### src/design/seq_pkg.sv
// Shared constants and types for the host command sequencer
package seq_pkg;
  localparam int CMD_BYTES = 6;
  localparam int CMD_CNT_W = 3;
  localparam logic [7:0] SENSE_OPCODE = 8'h03;
  localparam int CTRL_NORETRY_BIT = 7;
  localparam logic [2:0] RETRY_TRIES = 3'h4;
  localparam int UNIT_HI = 6;
  localparam int UNIT_LO = 5;
  localparam int ADDR_TOP_W = 5;
  localparam int SECTOR_SMALL = 256;
  localparam int SECTOR_LARGE = 512;
  localparam int RESP_DIR_BIT = 7;
  localparam int RESP_ERR_BIT = 6;
  localparam int RESP_CD_BIT = 5;
  localparam int RESP_MSG_BIT = 4;
  localparam logic [3:0] CTRL_ADDR_DEFAULT = 4'h0;
  localparam int FIFO_DEPTH = 16;
  localparam int FIFO_WIDTH = 8;

  typedef struct packed {
    logic [7:0] opcode;
    logic zero7;
    logic [1:0] unit;
    logic [ADDR_TOP_W-1:0] addr_hi;
    logic [7:0] addr_mid;
    logic [7:0] addr_lo;
    logic [7:0] count;
    logic [7:0] control;
  } cmd_block_t;

  typedef struct packed {
    logic direction;
    logic cmd_data;
    logic message;
    logic byte_request;
    logic busy;
  } phase_flags_t;

  typedef enum logic [1:0] {
    ERR_NONE,
    ERR_RECOVERABLE,
    ERR_FATAL
  } err_kind_t;
endpackage

### src/design/byte_fifo.sv
// Parameterised synchronous FIFO with valid/ready on both sides
`timescale 1ns/1ps
`default_nettype none
module byte_fifo #(
  parameter int WIDTH = 8,
  parameter int DEPTH = 16
) (
  // Clock and reset
  input wire logic mclk,
  input wire logic rst,
  input wire logic flush,
  // Fill side
  input wire logic in_valid,
  output logic in_ready,
  input wire logic [WIDTH-1:0] in_data,
  // Drain side
  output logic out_valid,
  input wire logic out_ready,
  output logic [WIDTH-1:0] out_data
);
  localparam int AW = $clog2(DEPTH);
  logic [WIDTH-1:0] mem [DEPTH];
  logic [AW-1:0] wr_ptr, rd_ptr, next_wr_ptr, next_rd_ptr;
  logic [AW:0] level, next_level;
  logic do_wr, do_rd;

  assign in_ready = (level != (AW+1)'(DEPTH));
  assign out_valid = (level != '0);
  assign out_data = mem[rd_ptr];
  assign do_wr = in_valid && in_ready;
  assign do_rd = out_valid && out_ready;

  always_comb begin
    next_wr_ptr = do_wr ? wr_ptr + 1'b1 : wr_ptr;
    next_rd_ptr = do_rd ? rd_ptr + 1'b1 : rd_ptr;
    next_level = level + (AW+1)'(do_wr) - (AW+1)'(do_rd);
    if (flush) begin
      next_wr_ptr = '0;
      next_rd_ptr = '0;
      next_level = '0;
    end
  end

  always_ff @(posedge mclk) begin
    if (rst) begin
      wr_ptr <= '0;
      rd_ptr <= '0;
      level <= '0;
    end else begin
      wr_ptr <= next_wr_ptr;
      rd_ptr <= next_rd_ptr;
      level <= next_level;
    end
  end

  always_ff @(posedge mclk) begin
    if (do_wr) begin
      mem[wr_ptr] <= in_data;
    end
  end
endmodule
`default_nettype wire

### src/design/storage_ctrl_host_command_sequencer.sv
// Host-side command sequencer: select, command, data, status and message phases
// How it works
// - After reset or command end, sit idle awaiting select.
// - Command fetch: command/data high, direction low.
// - Interrupt host once command fetch flags are set.
// - After a command byte, raise byte-request for the next.
// - Fetch ends after six bytes with byte-request dropped.
// - Data phase: command/data low, direction per transfer way.
// - Interrupt when ready for data; leave when all bytes moved, or earlier on an error.
// - Commands without data skip straight to status and message.
// - Status: byte on bus, command/data and direction high, message low, interrupt.
// - Message: flags high, byte-request high, interrupt.
// - After message read, phase flags, byte-request and busy drop to zero; ready again.
// - Nonrecoverable error abandons command, jumps to status.
// - Channel error ends command normally, sectors may have moved.
// - Keep only latest error; fatal overwrites recoverable.
// - Sectors of 256 or 512 bytes move whole or not at all.
// - Sense command 03h returns failed sector's logical address; opcode 03h is not decoded here, failed_lba is just an output port.
// - Six-byte command block: opcode, unit/address, address, count, control.
// - Control bit 7 disables retry; else four tries, success correctable.
// - State decodes from direction, command/data, message flags.
// - Read/write while byte-request low flags invalid request and interrupts.
// - Acknowledge returns address, state flags and error bit.
`timescale 1ns/1ps
`default_nettype none
module storage_ctrl_host_command_sequencer
  import seq_pkg::*;
#(
  parameter logic [3:0] CTRL_ADDR = CTRL_ADDR_DEFAULT,
  parameter int DEPTH = FIFO_DEPTH
) (
  // Clock and reset
  input wire logic mclk,
  input wire logic rst,
  // Host bus commands (pins)
  input wire logic host_select,
  input wire logic host_write,
  input wire logic host_read,
  input wire logic host_int_ack,
  input wire logic host_parity_bad,
  input wire logic [7:0] host_wdata,
  output logic [7:0] host_rdata,
  output logic host_irq,
  // Phase flags
  output logic direction,
  output logic cmd_data,
  output logic message_phase_flag,
  output logic byte_request,
  output logic busy,
  output logic invalid_request_flag,
  output logic host_bus_parity_error_flag,
  // Execution engine side
  output var cmd_block_t cmd_block,
  output logic cmd_valid,
  input wire logic exec_has_data,
  input wire logic exec_to_host,
  input wire logic [9:0] exec_sector_len,
  input wire logic [7:0] exec_sector_count,
  input wire logic exec_attempt_fail,
  input wire logic exec_fatal_error,
  input wire logic exec_channel_error,
  input wire logic [7:0] exec_err_code,
  input wire logic exec_unit_wp,
  // Data to host stream
  input wire logic to_host_valid,
  output logic to_host_ready,
  input wire logic [7:0] to_host_data,
  // Data from host stream
  output logic from_host_valid,
  input wire logic from_host_ready,
  output logic [7:0] from_host_data,
  // Status out
  output logic retry_correctable,
  output logic [23:0] failed_lba
);
  typedef enum {S_IDLE, S_FETCH, S_EXEC, S_DATA, S_STATUS, S_MESSAGE} state_t;

  // Pin synchronisers
  logic [5:0] sync1, sync2, sync_prev;
  logic sel_p, wr_p, rd_p, ack_p, par_p;
  always_ff @(posedge mclk) begin
    if (rst) begin
      sync1 <= '0;
      sync2 <= '0;
      sync_prev <= '0;
    end else begin
      sync1 <= {host_select, host_write, host_read, host_int_ack, host_parity_bad, 1'b0};
      sync2 <= sync1;
      sync_prev <= sync2;
    end
  end
  assign sel_p = sync2[5] & ~sync_prev[5];
  assign wr_p = sync2[4] & ~sync_prev[4];
  assign rd_p = sync2[3] & ~sync_prev[3];
  assign ack_p = sync2[2] & ~sync_prev[2];
  assign par_p = sync2[1] & ~sync_prev[1];
  logic [7:0] wdata_s1, wdata_s2;
  always_ff @(posedge mclk) begin
    wdata_s1 <= host_wdata;
    wdata_s2 <= wdata_s1;
  end

  // FIFO in the controller-to-host path; reads drain it
  logic fifo_out_valid, fifo_out_ready, fifo_in_ready;
  logic [7:0] fifo_out_data;
  logic fifo_flush;
  byte_fifo #(.WIDTH(FIFO_WIDTH), .DEPTH(DEPTH)) u_fifo (
    .mclk(mclk),
    .rst(rst),
    .flush(fifo_flush),
    .in_valid(to_host_valid & to_host_ready),
    .in_ready(fifo_in_ready),
    .in_data(to_host_data),
    .out_valid(fifo_out_valid),
    .out_ready(fifo_out_ready),
    .out_data(fifo_out_data)
  );

  state_t state, next_state;
  logic [CMD_CNT_W-1:0] byte_cnt, next_byte_cnt;
  logic [9:0] sec_byte, next_sec_byte;
  logic [7:0] sec_left, next_sec_left;
  logic [2:0] tries, next_tries;
  logic [7:0] err_code, next_err_code;
  logic err_seen, next_err_seen;
  logic [23:0] next_failed_lba, cur_lba, next_cur_lba;
  cmd_block_t next_cmd_block;
  logic next_cmd_valid, next_retry_correctable;
  logic next_dir, next_cd, next_msg, next_req, next_busy;
  logic next_inv, next_par, next_irq;
  logic [7:0] next_rdata;
  logic next_to_host_ready, next_fh_valid;
  logic [7:0] next_fh_data;
  logic bad_access, fatal, data_done;

  assign bad_access = (wr_p | rd_p) & ~byte_request;
  assign fatal = exec_fatal_error | par_p;
  assign fifo_out_ready = (state == S_DATA) && direction && rd_p && byte_request;
  assign fifo_flush = (state == S_IDLE);
  assign data_done = (sec_left == 8'h0) && !from_host_valid;

  always_comb begin
    next_state = state;
    next_byte_cnt = byte_cnt;
    next_sec_byte = sec_byte;
    next_sec_left = sec_left;
    next_tries = tries;
    next_err_code = err_code;
    next_err_seen = err_seen;
    next_failed_lba = failed_lba;
    next_cur_lba = cur_lba;
    next_cmd_block = cmd_block;
    next_cmd_valid = 1'b0;
    next_retry_correctable = retry_correctable;
    next_dir = direction;
    next_cd = cmd_data;
    next_msg = message_phase_flag;
    next_req = byte_request;
    next_busy = busy;
    next_inv = invalid_request_flag;
    next_par = host_bus_parity_error_flag;
    next_irq = host_irq;
    next_rdata = host_rdata;
    // Ready every other cycle at most, so the registered flag can never overfill the buffer
    next_to_host_ready = fifo_in_ready && (state == S_DATA) && direction && !to_host_ready;
    next_fh_valid = from_host_valid & ~from_host_ready;
    next_fh_data = from_host_data;
    if (ack_p) begin
      next_irq = 1'b0;
      next_rdata = {direction, invalid_request_flag | host_bus_parity_error_flag,
                    cmd_data, message_phase_flag, CTRL_ADDR};
      next_inv = 1'b0;
      next_par = 1'b0;
    end
    if (bad_access) begin
      next_inv = 1'b1;
      next_irq = 1'b1;
    end
    if (par_p) begin
      next_par = 1'b1;
      next_irq = 1'b1;
    end

    case (state)
      S_IDLE: begin
        next_dir = 1'b0;
        next_cd = 1'b0;
        next_msg = 1'b0;
        next_req = 1'b0;
        next_busy = 1'b0;
        if (sel_p) begin
          next_busy = 1'b1;
          next_cd = 1'b1;
          next_dir = 1'b0;
          next_req = 1'b1;
          next_irq = 1'b1;
          next_byte_cnt = '0;
          next_err_code = 8'h00;
          next_err_seen = 1'b0;
          next_retry_correctable = 1'b0;
          next_state = S_FETCH;
        end
      end
      S_FETCH: begin
        if (par_p) begin
          next_state = S_STATUS;
        end else if (wr_p && byte_request) begin
          // Bytes arrive MSB first into the packed block
          next_cmd_block = {cmd_block[39:0], wdata_s2};
          if (byte_cnt == CMD_CNT_W'(CMD_BYTES - 1)) begin
            next_req = 1'b0;
            next_cmd_valid = 1'b1;
            next_tries = '0;
            next_state = S_EXEC;
          end else begin
            next_req = 1'b1;
            next_byte_cnt = byte_cnt + 1'b1;
          end
        end
      end
      S_EXEC: begin
        next_cur_lba = {3'h0, cmd_block.addr_hi, cmd_block.addr_mid, cmd_block.addr_lo};
        if (fatal || exec_channel_error || !exec_has_data) begin
          next_state = S_STATUS;
        end else begin
          next_cd = 1'b0;
          next_dir = exec_to_host;
          next_irq = 1'b1;
          next_sec_byte = '0;
          next_sec_left = exec_sector_count;
          next_state = S_DATA;
        end
      end
      S_DATA: begin
        if (direction) begin
          next_req = fifo_out_valid;
          if (fifo_out_ready) begin
            next_rdata = fifo_out_data;
          end
        end else begin
          next_req = ~from_host_valid && (sec_left != 8'h0);
          if (wr_p && byte_request) begin
            next_fh_valid = 1'b1;
            next_fh_data = wdata_s2;
          end
        end
        if ((fifo_out_ready || (wr_p && byte_request && !direction))) begin
          // Sector granularity: only count whole sectors as moved
          if (sec_byte == exec_sector_len - 10'h1) begin
            next_sec_byte = '0;
            next_sec_left = sec_left - 8'h1;
            next_cur_lba = cur_lba + 24'h1;
          end else begin
            next_sec_byte = sec_byte + 10'h1;
          end
        end
        if (data_done) begin
          next_state = S_STATUS;
        end
        if (exec_attempt_fail) begin
          if (!cmd_block.control[CTRL_NORETRY_BIT] && tries < RETRY_TRIES - 3'h1) begin
            next_tries = tries + 3'h1;
            next_retry_correctable = 1'b1;
          end else begin
            next_state = S_STATUS;
          end
        end
        if (fatal || exec_channel_error) begin
          next_state = S_STATUS;
        end
      end
      S_STATUS: begin
        next_cd = 1'b1;
        next_dir = 1'b1;
        next_msg = 1'b0;
        next_req = 1'b1;
        if (rd_p && byte_request) begin
          next_msg = 1'b1;
          next_irq = 1'b1;
          next_rdata = err_code;
          next_state = S_MESSAGE;
        end
      end
      S_MESSAGE: begin
        if (rd_p && byte_request) begin
          next_state = S_IDLE;
          next_req = 1'b0;
          next_busy = 1'b0;
          next_cd = 1'b0;
          next_dir = 1'b0;
          next_msg = 1'b0;
          next_rdata = 8'h00;
        end
      end
      default: next_state = S_IDLE;
    endcase
    // Latest error wins; fatal overwrites recoverable
    if (state != S_IDLE && (exec_attempt_fail || fatal || exec_channel_error)) begin
      next_err_seen = 1'b1;
      next_err_code = {1'b1, exec_err_code[6:0]};
      next_failed_lba = cur_lba;
    end
    if (state != S_STATUS && next_state == S_STATUS) begin
      next_irq = 1'b1;
      next_req = 1'b0;
      next_fh_valid = 1'b0;
      next_rdata = {1'b0, cmd_block.unit, 1'b0, exec_unit_wp, 1'b0, next_err_seen, 1'b0};
    end
  end

  always_ff @(posedge mclk) begin
    if (rst) begin
      state <= S_IDLE;
      byte_cnt <= '0;
      sec_byte <= '0;
      sec_left <= '0;
      tries <= '0;
      err_code <= '0;
      err_seen <= 1'b0;
      failed_lba <= '0;
      cur_lba <= '0;
      cmd_block <= '0;
      cmd_valid <= 1'b0;
      retry_correctable <= 1'b0;
      direction <= 1'b0;
      cmd_data <= 1'b0;
      message_phase_flag <= 1'b0;
      byte_request <= 1'b0;
      busy <= 1'b0;
      invalid_request_flag <= 1'b0;
      host_bus_parity_error_flag <= 1'b0;
      host_irq <= 1'b0;
      host_rdata <= '0;
      to_host_ready <= 1'b0;
      from_host_valid <= 1'b0;
      from_host_data <= '0;
    end else begin
      state <= next_state;
      byte_cnt <= next_byte_cnt;
      sec_byte <= next_sec_byte;
      sec_left <= next_sec_left;
      tries <= next_tries;
      err_code <= next_err_code;
      err_seen <= next_err_seen;
      failed_lba <= next_failed_lba;
      cur_lba <= next_cur_lba;
      cmd_block <= next_cmd_block;
      cmd_valid <= next_cmd_valid;
      retry_correctable <= next_retry_correctable;
      direction <= next_dir;
      cmd_data <= next_cd;
      message_phase_flag <= next_msg;
      byte_request <= next_req;
      busy <= next_busy;
      invalid_request_flag <= next_inv;
      host_bus_parity_error_flag <= next_par;
      host_irq <= next_irq;
      host_rdata <= next_rdata;
      to_host_ready <= next_to_host_ready;
      from_host_valid <= next_fh_valid;
      from_host_data <= next_fh_data;
    end
  end
endmodule
`default_nettype wire

### config.mk
export PLATFORM = sky130hd
export DESIGN_NAME = storage_ctrl_host_command_sequencer
export DESIGN_NICKNAME = d
export VERILOG_FILES = /design/src/design/seq_pkg.sv /design/src/design/byte_fifo.sv /design/src/design/storage_ctrl_host_command_sequencer.sv
export SDC_FILE = /design/constraint.sdc
export NUM_CORES = 1
export LEC_CHECK = 0
export BUFFER_PORTS_ARGS = -buffer_cell sky130_fd_sc_hd__buf_2
export CAP_MARGIN = 20
export CORE_MARGIN = 10
export CORE_UTILIZATION = 53
export DETAILED_ROUTE_END_ITERATION = 10
export HOLD_SLACK_MARGIN = 0.15
export PLACE_DENSITY = 0.83
export SLEW_MARGIN = 10
export SYNTH_ARGS = -nofsm -noshare
export SYNTH_HDL_FRONTEND = slang
export SYNTH_SLANG_ARGS = --single-unit
### constraint.sdc
create_clock -name mclk -period 3 [get_ports mclk]
set_input_delay 0.15 -clock mclk [delete_from_list [all_inputs] [get_ports mclk]]
set_output_delay 0.15 -clock mclk [all_outputs]
set_load 0.02 [all_outputs]
==> run_summary.xml <==
<?xml version="1.0" encoding="UTF-8"?>
<metrics>
  <group name="clocking">
    <metric name="cts_made_buffers" unit="">38</metric>
    <metric name="clockBufferDepth" unit="">3</metric>
    <metric name="cts.reportedPaths.clkPinSlew" unit="ns">0.06</metric>
    <metric name="clock_sink_count" unit="">365</metric>
    <metric name="cts_post_setup_buffers_inserted" unit="">0</metric>
    <metric name="clock_tree_from_tritoncts" unit="">done</metric>
    <metric name="clkLatencyLatePin" unit="ns">0.53</metric>
    <metric name="htree_num_levels" unit="">2</metric>
    <metric name="cts_root_buffer" unit="">sky130_fd_sc_hd__clkbuf_16</metric>
  </group>
  <group name="cells_and_area">
    <metric name="final_nets" unit="">1674</metric>
    <metric name="final_util" unit="">0.659</metric>
    <metric name="drive_above_1_share" unit="">0.210</metric>
    <metric name="finish.instance_area" unit="mm^2">0.0179</metric>
    <metric name="area_delta_synth_final" unit="%">21.9</metric>
    <metric name="finish.cell_count_without_fillers" unit="">1996</metric>
  </group>
  <group name="sta">
    <metric name="final.min_clock_period" unit="ns">2.85</metric>
    <metric name="report.final.slew_viol_count" unit="">0</metric>
    <metric name="fmaxAchievable" unit="GHz">0.351</metric>
    <metric name="clock-skew-final" unit="ns">0.0195</metric>
    <metric name="setup_ws" unit="ns">0.150</metric>
    <metric name="slew_headroom" unit="">0.489</metric>
    <metric name="whs" unit="ns">0.197</metric>
    <metric name="final_hold_viol_count" unit="">0</metric>
    <metric name="layout_worst_path_cycle_share" unit="">0.950</metric>
    <metric name="unrepaired_setup_endpoints_after_global_routing" unit="">no</metric>
    <metric name="timing.final.setup_violations" unit="">0</metric>
    <metric name="worst_pin_slew" unit="ns">0.761</metric>
  </group>
  <group name="pwr">
    <metric name="cellLeakagePower" unit="nW">6.51</metric>
    <metric name="worst_vdd_rail_ir_drop" unit="mV">0.965</metric>
    <metric name="pwr_density_cell" unit="mW/mm^2">567</metric>
  </group>
  <group name="run_status">
    <metric name="outcome" unit="">finished clean</metric>
  </group>
  <group name="critical_path">
    <metric name="crit_arrival" unit="ns">3.27</metric>
    <metric name="highest_net_fanout_along_the_worst_path" unit="">2</metric>
    <metric name="criticalPathCategory" unit="">register to register</metric>
    <metric name="worstSetupStartpointType" unit="">register</metric>
    <metric name="cp-end-kind" unit="">register</metric>
    <metric name="cp_data_required_time" unit="ns">3.42</metric>
  </group>
  <group name="route">
    <metric name="drt_pass_1_iters" unit="">5</metric>
    <metric name="routed_wire_per_std_cell" unit="um">20.0</metric>
    <metric name="routed_wirelength" unit="um">39800</metric>
    <metric name="detail_route.iter0.violations" unit="">1340</metric>
    <metric name="postRouteAntennaNets" unit="">0</metric>
    <metric name="drt-vias-per-instance" unit="">5.78</metric>
    <metric name="routed-via-count" unit="">11500</metric>
    <metric name="route.detailed.drc" unit="">0</metric>
  </group>
  <group name="grt">
    <metric name="grt_pass1_vias" unit="">11400</metric>
    <metric name="grt_first_pass_wirelength" unit="um">61500</metric>
    <metric name="grtUsageTotal" unit="">0.224</metric>
    <metric name="grt_start_max_net_pins" unit="">150</metric>
    <metric name="globalRoute.totalOverflow" unit="">0</metric>
    <metric name="antenna_found_initial" unit="">1</metric>
  </group>
  <group name="floorplan">
    <metric name="pin_count" unit="">157</metric>
    <metric name="die_x" unit="um">186</metric>
    <metric name="die_area" unit="mm^2">0.0347</metric>
    <metric name="floorplan.initialDensity" unit="">0.541</metric>
    <metric name="floorplan.core_area" unit="mm^2">0.0271</metric>
    <metric name="chipHeight" unit="um">186</metric>
    <metric name="placementRows" unit="">60</metric>
  </group>
  <group name="synth">
    <metric name="syn-mean-instance-area" unit="um^2">10.9</metric>
    <metric name="synth_warnings" unit="">0</metric>
    <metric name="postSynth.topFlopCell" unit="">sky130_fd_sc_hd__dfxtp_1</metric>
    <metric name="asyncSetResetFlopFracSynth" unit="">0</metric>
    <metric name="synth.cell_area" unit="mm^2">0.0147</metric>
    <metric name="yosys_register_bits" unit="">365</metric>
    <metric name="postSynthCellCount" unit="">1350</metric>
    <metric name="synth_top_cells_by_area" unit="">sky130_fd_sc_hd__dfxtp_1 32%, sky130_fd_sc_hd__edfxtp_1 26%, sky130_fd_sc_hd__mux4_2 6.1%, sky130_fd_sc_hd__nand2_1 5.7%, sky130_fd_sc_hd__a21oi_1 4.6%</metric>
    <metric name="number_of_flops_mapped_to_enable_cells_by_yosys" unit="">128</metric>
    <metric name="yosysTopAreaCell" unit="">sky130_fd_sc_hd__dfxtp_1</metric>
    <metric name="yosysSeqAreaShare" unit="">0.586</metric>
    <metric name="netlist.area_leader.share" unit="">0.324</metric>
    <metric name="synth_cell_type_count" unit="">81</metric>
  </group>
  <group name="job">
    <metric name="max_cap_violations" unit="">0</metric>
  </group>
  <group name="placed_design">
    <metric name="place_congestion" unit="">0.916</metric>
    <metric name="dpl-instance-area" unit="mm^2">0.0162</metric>
    <metric name="place_ws" unit="ns">0.0707</metric>
    <metric name="dpl.hpwl" unit="um">27100</metric>
    <metric name="placed_cells" unit="">1889</metric>
    <metric name="buffer_ports.inserted" unit="">155</metric>
  </group>
  <group name="hold_path">
    <metric name="hp-class" unit="">input port to register</metric>
  </group>
</metrics>
-- timing repair --
item | in CTS | in global routing
setup endpoints to repair | 0 | 1
gates resized for setup | 0 | 6
endpoints found under the hold margin | 160 | 0
hold buffers | 40 | 0
-- cell usage in the layout, fill, tap and decap left out, types with 29 or more instances in the layout --
| cell type | count |
|---|---|
| sky130_fd_sc_hd__a21oi_1 | 135 |
| sky130_fd_sc_hd__buf_2 | 154 |
| sky130_fd_sc_hd__buf_4 | 55 |
| sky130_fd_sc_hd__clkbuf_16 | 39 |
| sky130_fd_sc_hd__conb_1 | 29 |
| sky130_fd_sc_hd__dfxtp_1 | 236 |
| sky130_fd_sc_hd__dlygate4sd3_1 | 40 |
| sky130_fd_sc_hd__edfxtp_1 | 128 |
| sky130_fd_sc_hd__mux4_2 | 40 |
| sky130_fd_sc_hd__nand2_1 | 222 |
| sky130_fd_sc_hd__nand3_1 | 39 |
| sky130_fd_sc_hd__nor2_1 | 89 |
| sky130_fd_sc_hd__nor3_1 | 34 |
| sky130_fd_sc_hd__o21ai_0 | 33 |
-- path summary, 6_finish.rpt --
path | cells past startpoint | slack (ns) | startpoint | endpoint
worst max-delay path | 14 | 0.15 | state[28]$_SDFF_PP0_ | u_fifo.level[4]$_SDFF_PP0_
worst min-delay path | 5 | 0.20 | exec_attempt_fail | state[2]$_SDFF_PP0_
worst max register to register | 14 | 0.15 | state[28]$_SDFF_PP0_ | u_fifo.level[4]$_SDFF_PP0_
worst min register to register | 0 | 0.32 | wdata_s1[7]$_DFF_P_ | wdata_s2[7]$_DFF_P_
-- synth_stat cells (7+ instances only) --
cell type and count:
sky130_fd_sc_hd__a22oi_1 11, sky130_fd_sc_hd__xor2_1 15, sky130_fd_sc_hd__nand4_1 17, sky130_fd_sc_hd__nor4_2 8, sky130_fd_sc_hd__buf_2 11, sky130_fd_sc_hd__buf_1 9, sky130_fd_sc_hd__o31ai_1 9, sky130_fd_sc_hd__a211oi_1 16
sky130_fd_sc_hd__ha_1 19, sky130_fd_sc_hd__edfxtp_1 128, sky130_fd_sc_hd__mux4_2 40, sky130_fd_sc_hd__a31oi_1 10, sky130_fd_sc_hd__or3_1 8, sky130_fd_sc_hd__and3_1 13, sky130_fd_sc_hd__nand2_1 222, sky130_fd_sc_hd__nor3_1 35
sky130_fd_sc_hd__inv_1 23, sky130_fd_sc_hd__clkbuf_1 49, sky130_fd_sc_hd__and4_1 7, sky130_fd_sc_hd__nor2_1 90, sky130_fd_sc_hd__nand2b_1 14, sky130_fd_sc_hd__a21oi_1 136, sky130_fd_sc_hd__nand3_1 41, sky130_fd_sc_hd__dfxtp_1 237
sky130_fd_sc_hd__o21ai_0 33, sky130_fd_sc_hd__nor2b_1 23, sky130_fd_sc_hd__xnor2_1 18, sky130_fd_sc_hd__nor4_1 9
-- area by class of cell --
| type | count | area [um^2] |
|---|---|---|
| fill | 1956 | 9240 |
| sequential | 365 | 8590 |
| multi-input combinational | 918 | 5870 |
| timing repair buffer | 251 | 1620 |
| clock buffer | 57 | 1100 |
| tap | 372 | 465 |
| clock inverter | 9 | 125 |
| inverter | 23 | 86.3 |
| antenna | 1 | 2.50 |
-- layer usage --
| layer | vias up | global-route usage | routed length, um |
|---|---|---|---|
| li1 | 5361 | - | - |
| met2 | 531 | 0.404 | 20700 |
| met4 | 0 | 0.0929 | 1480 |
| met5 | - | 0 | 0 |
| met1 | 5539 | 0.258 | 14900 |
| met3 | 109 | 0.0369 | 2750 |
-- stage by stage --
step,total power (W),setup TNS [ns]
CTS,0.0102,0
detailed placement,0.00553,0
global route,0.0104,0
floorplan,0.00542,-0.0339
global placement,0.00552,0
finish,0.0101,0
-- state kept, by name, summed over array words and instances, names as in the netlist, 10 cells and up, named ones only --
register    cells
cur_lba        24
cmd_block      48
state          32
sec_byte       10
failed_lba     24
u_fifo.mem    128
-- worst max-delay path, stage by stage, from the launching register on --
cell and delay, ns:
sky130_fd_sc_hd__dfxtp_1 0.32, sky130_fd_sc_hd__nor4_4 0.33, sky130_fd_sc_hd__nand3_2 0.13, sky130_fd_sc_hd__or3_4 0.43, sky130_fd_sc_hd__nor3_4 0.21, sky130_fd_sc_hd__and2_1 0.15
sky130_fd_sc_hd__ha_1 0.13, sky130_fd_sc_hd__inv_1 0.04, sky130_fd_sc_hd__ha_2 0.17, sky130_fd_sc_hd__fa_2 0.37, sky130_fd_sc_hd__a21oi_2 0.13, sky130_fd_sc_hd__nor2_1 0.05
sky130_fd_sc_hd__nor2_1 0.12, sky130_fd_sc_hd__xnor2_1 0.12, sky130_fd_sc_hd__nor2_1 0.05
-- cells by family after synthesis --
| kind of cell | share of synthesized area |
|---|---|
| DFF | 0.586 |
| AOI/OAI and AO/OA | 0.111 |
| other | 0.000256 |
| muxes | 0.0643 |
| and+or+nand+nor | 0.174 |
| adders and majority gates | 0.0176 |
| xor gates and xnor gates | 0.0197 |
| buffers and inverters | 0.0263 |
-- power by group --
group          total, W  switching, W  internal, W  leakage, nW
clock           0.00465       0.00185      0.00280        0.605
sequential      0.00520     0.0000301      0.00517         3.08
combinational  0.000282      0.000169     0.000113         2.82
(Power assumes the default switching activity.)
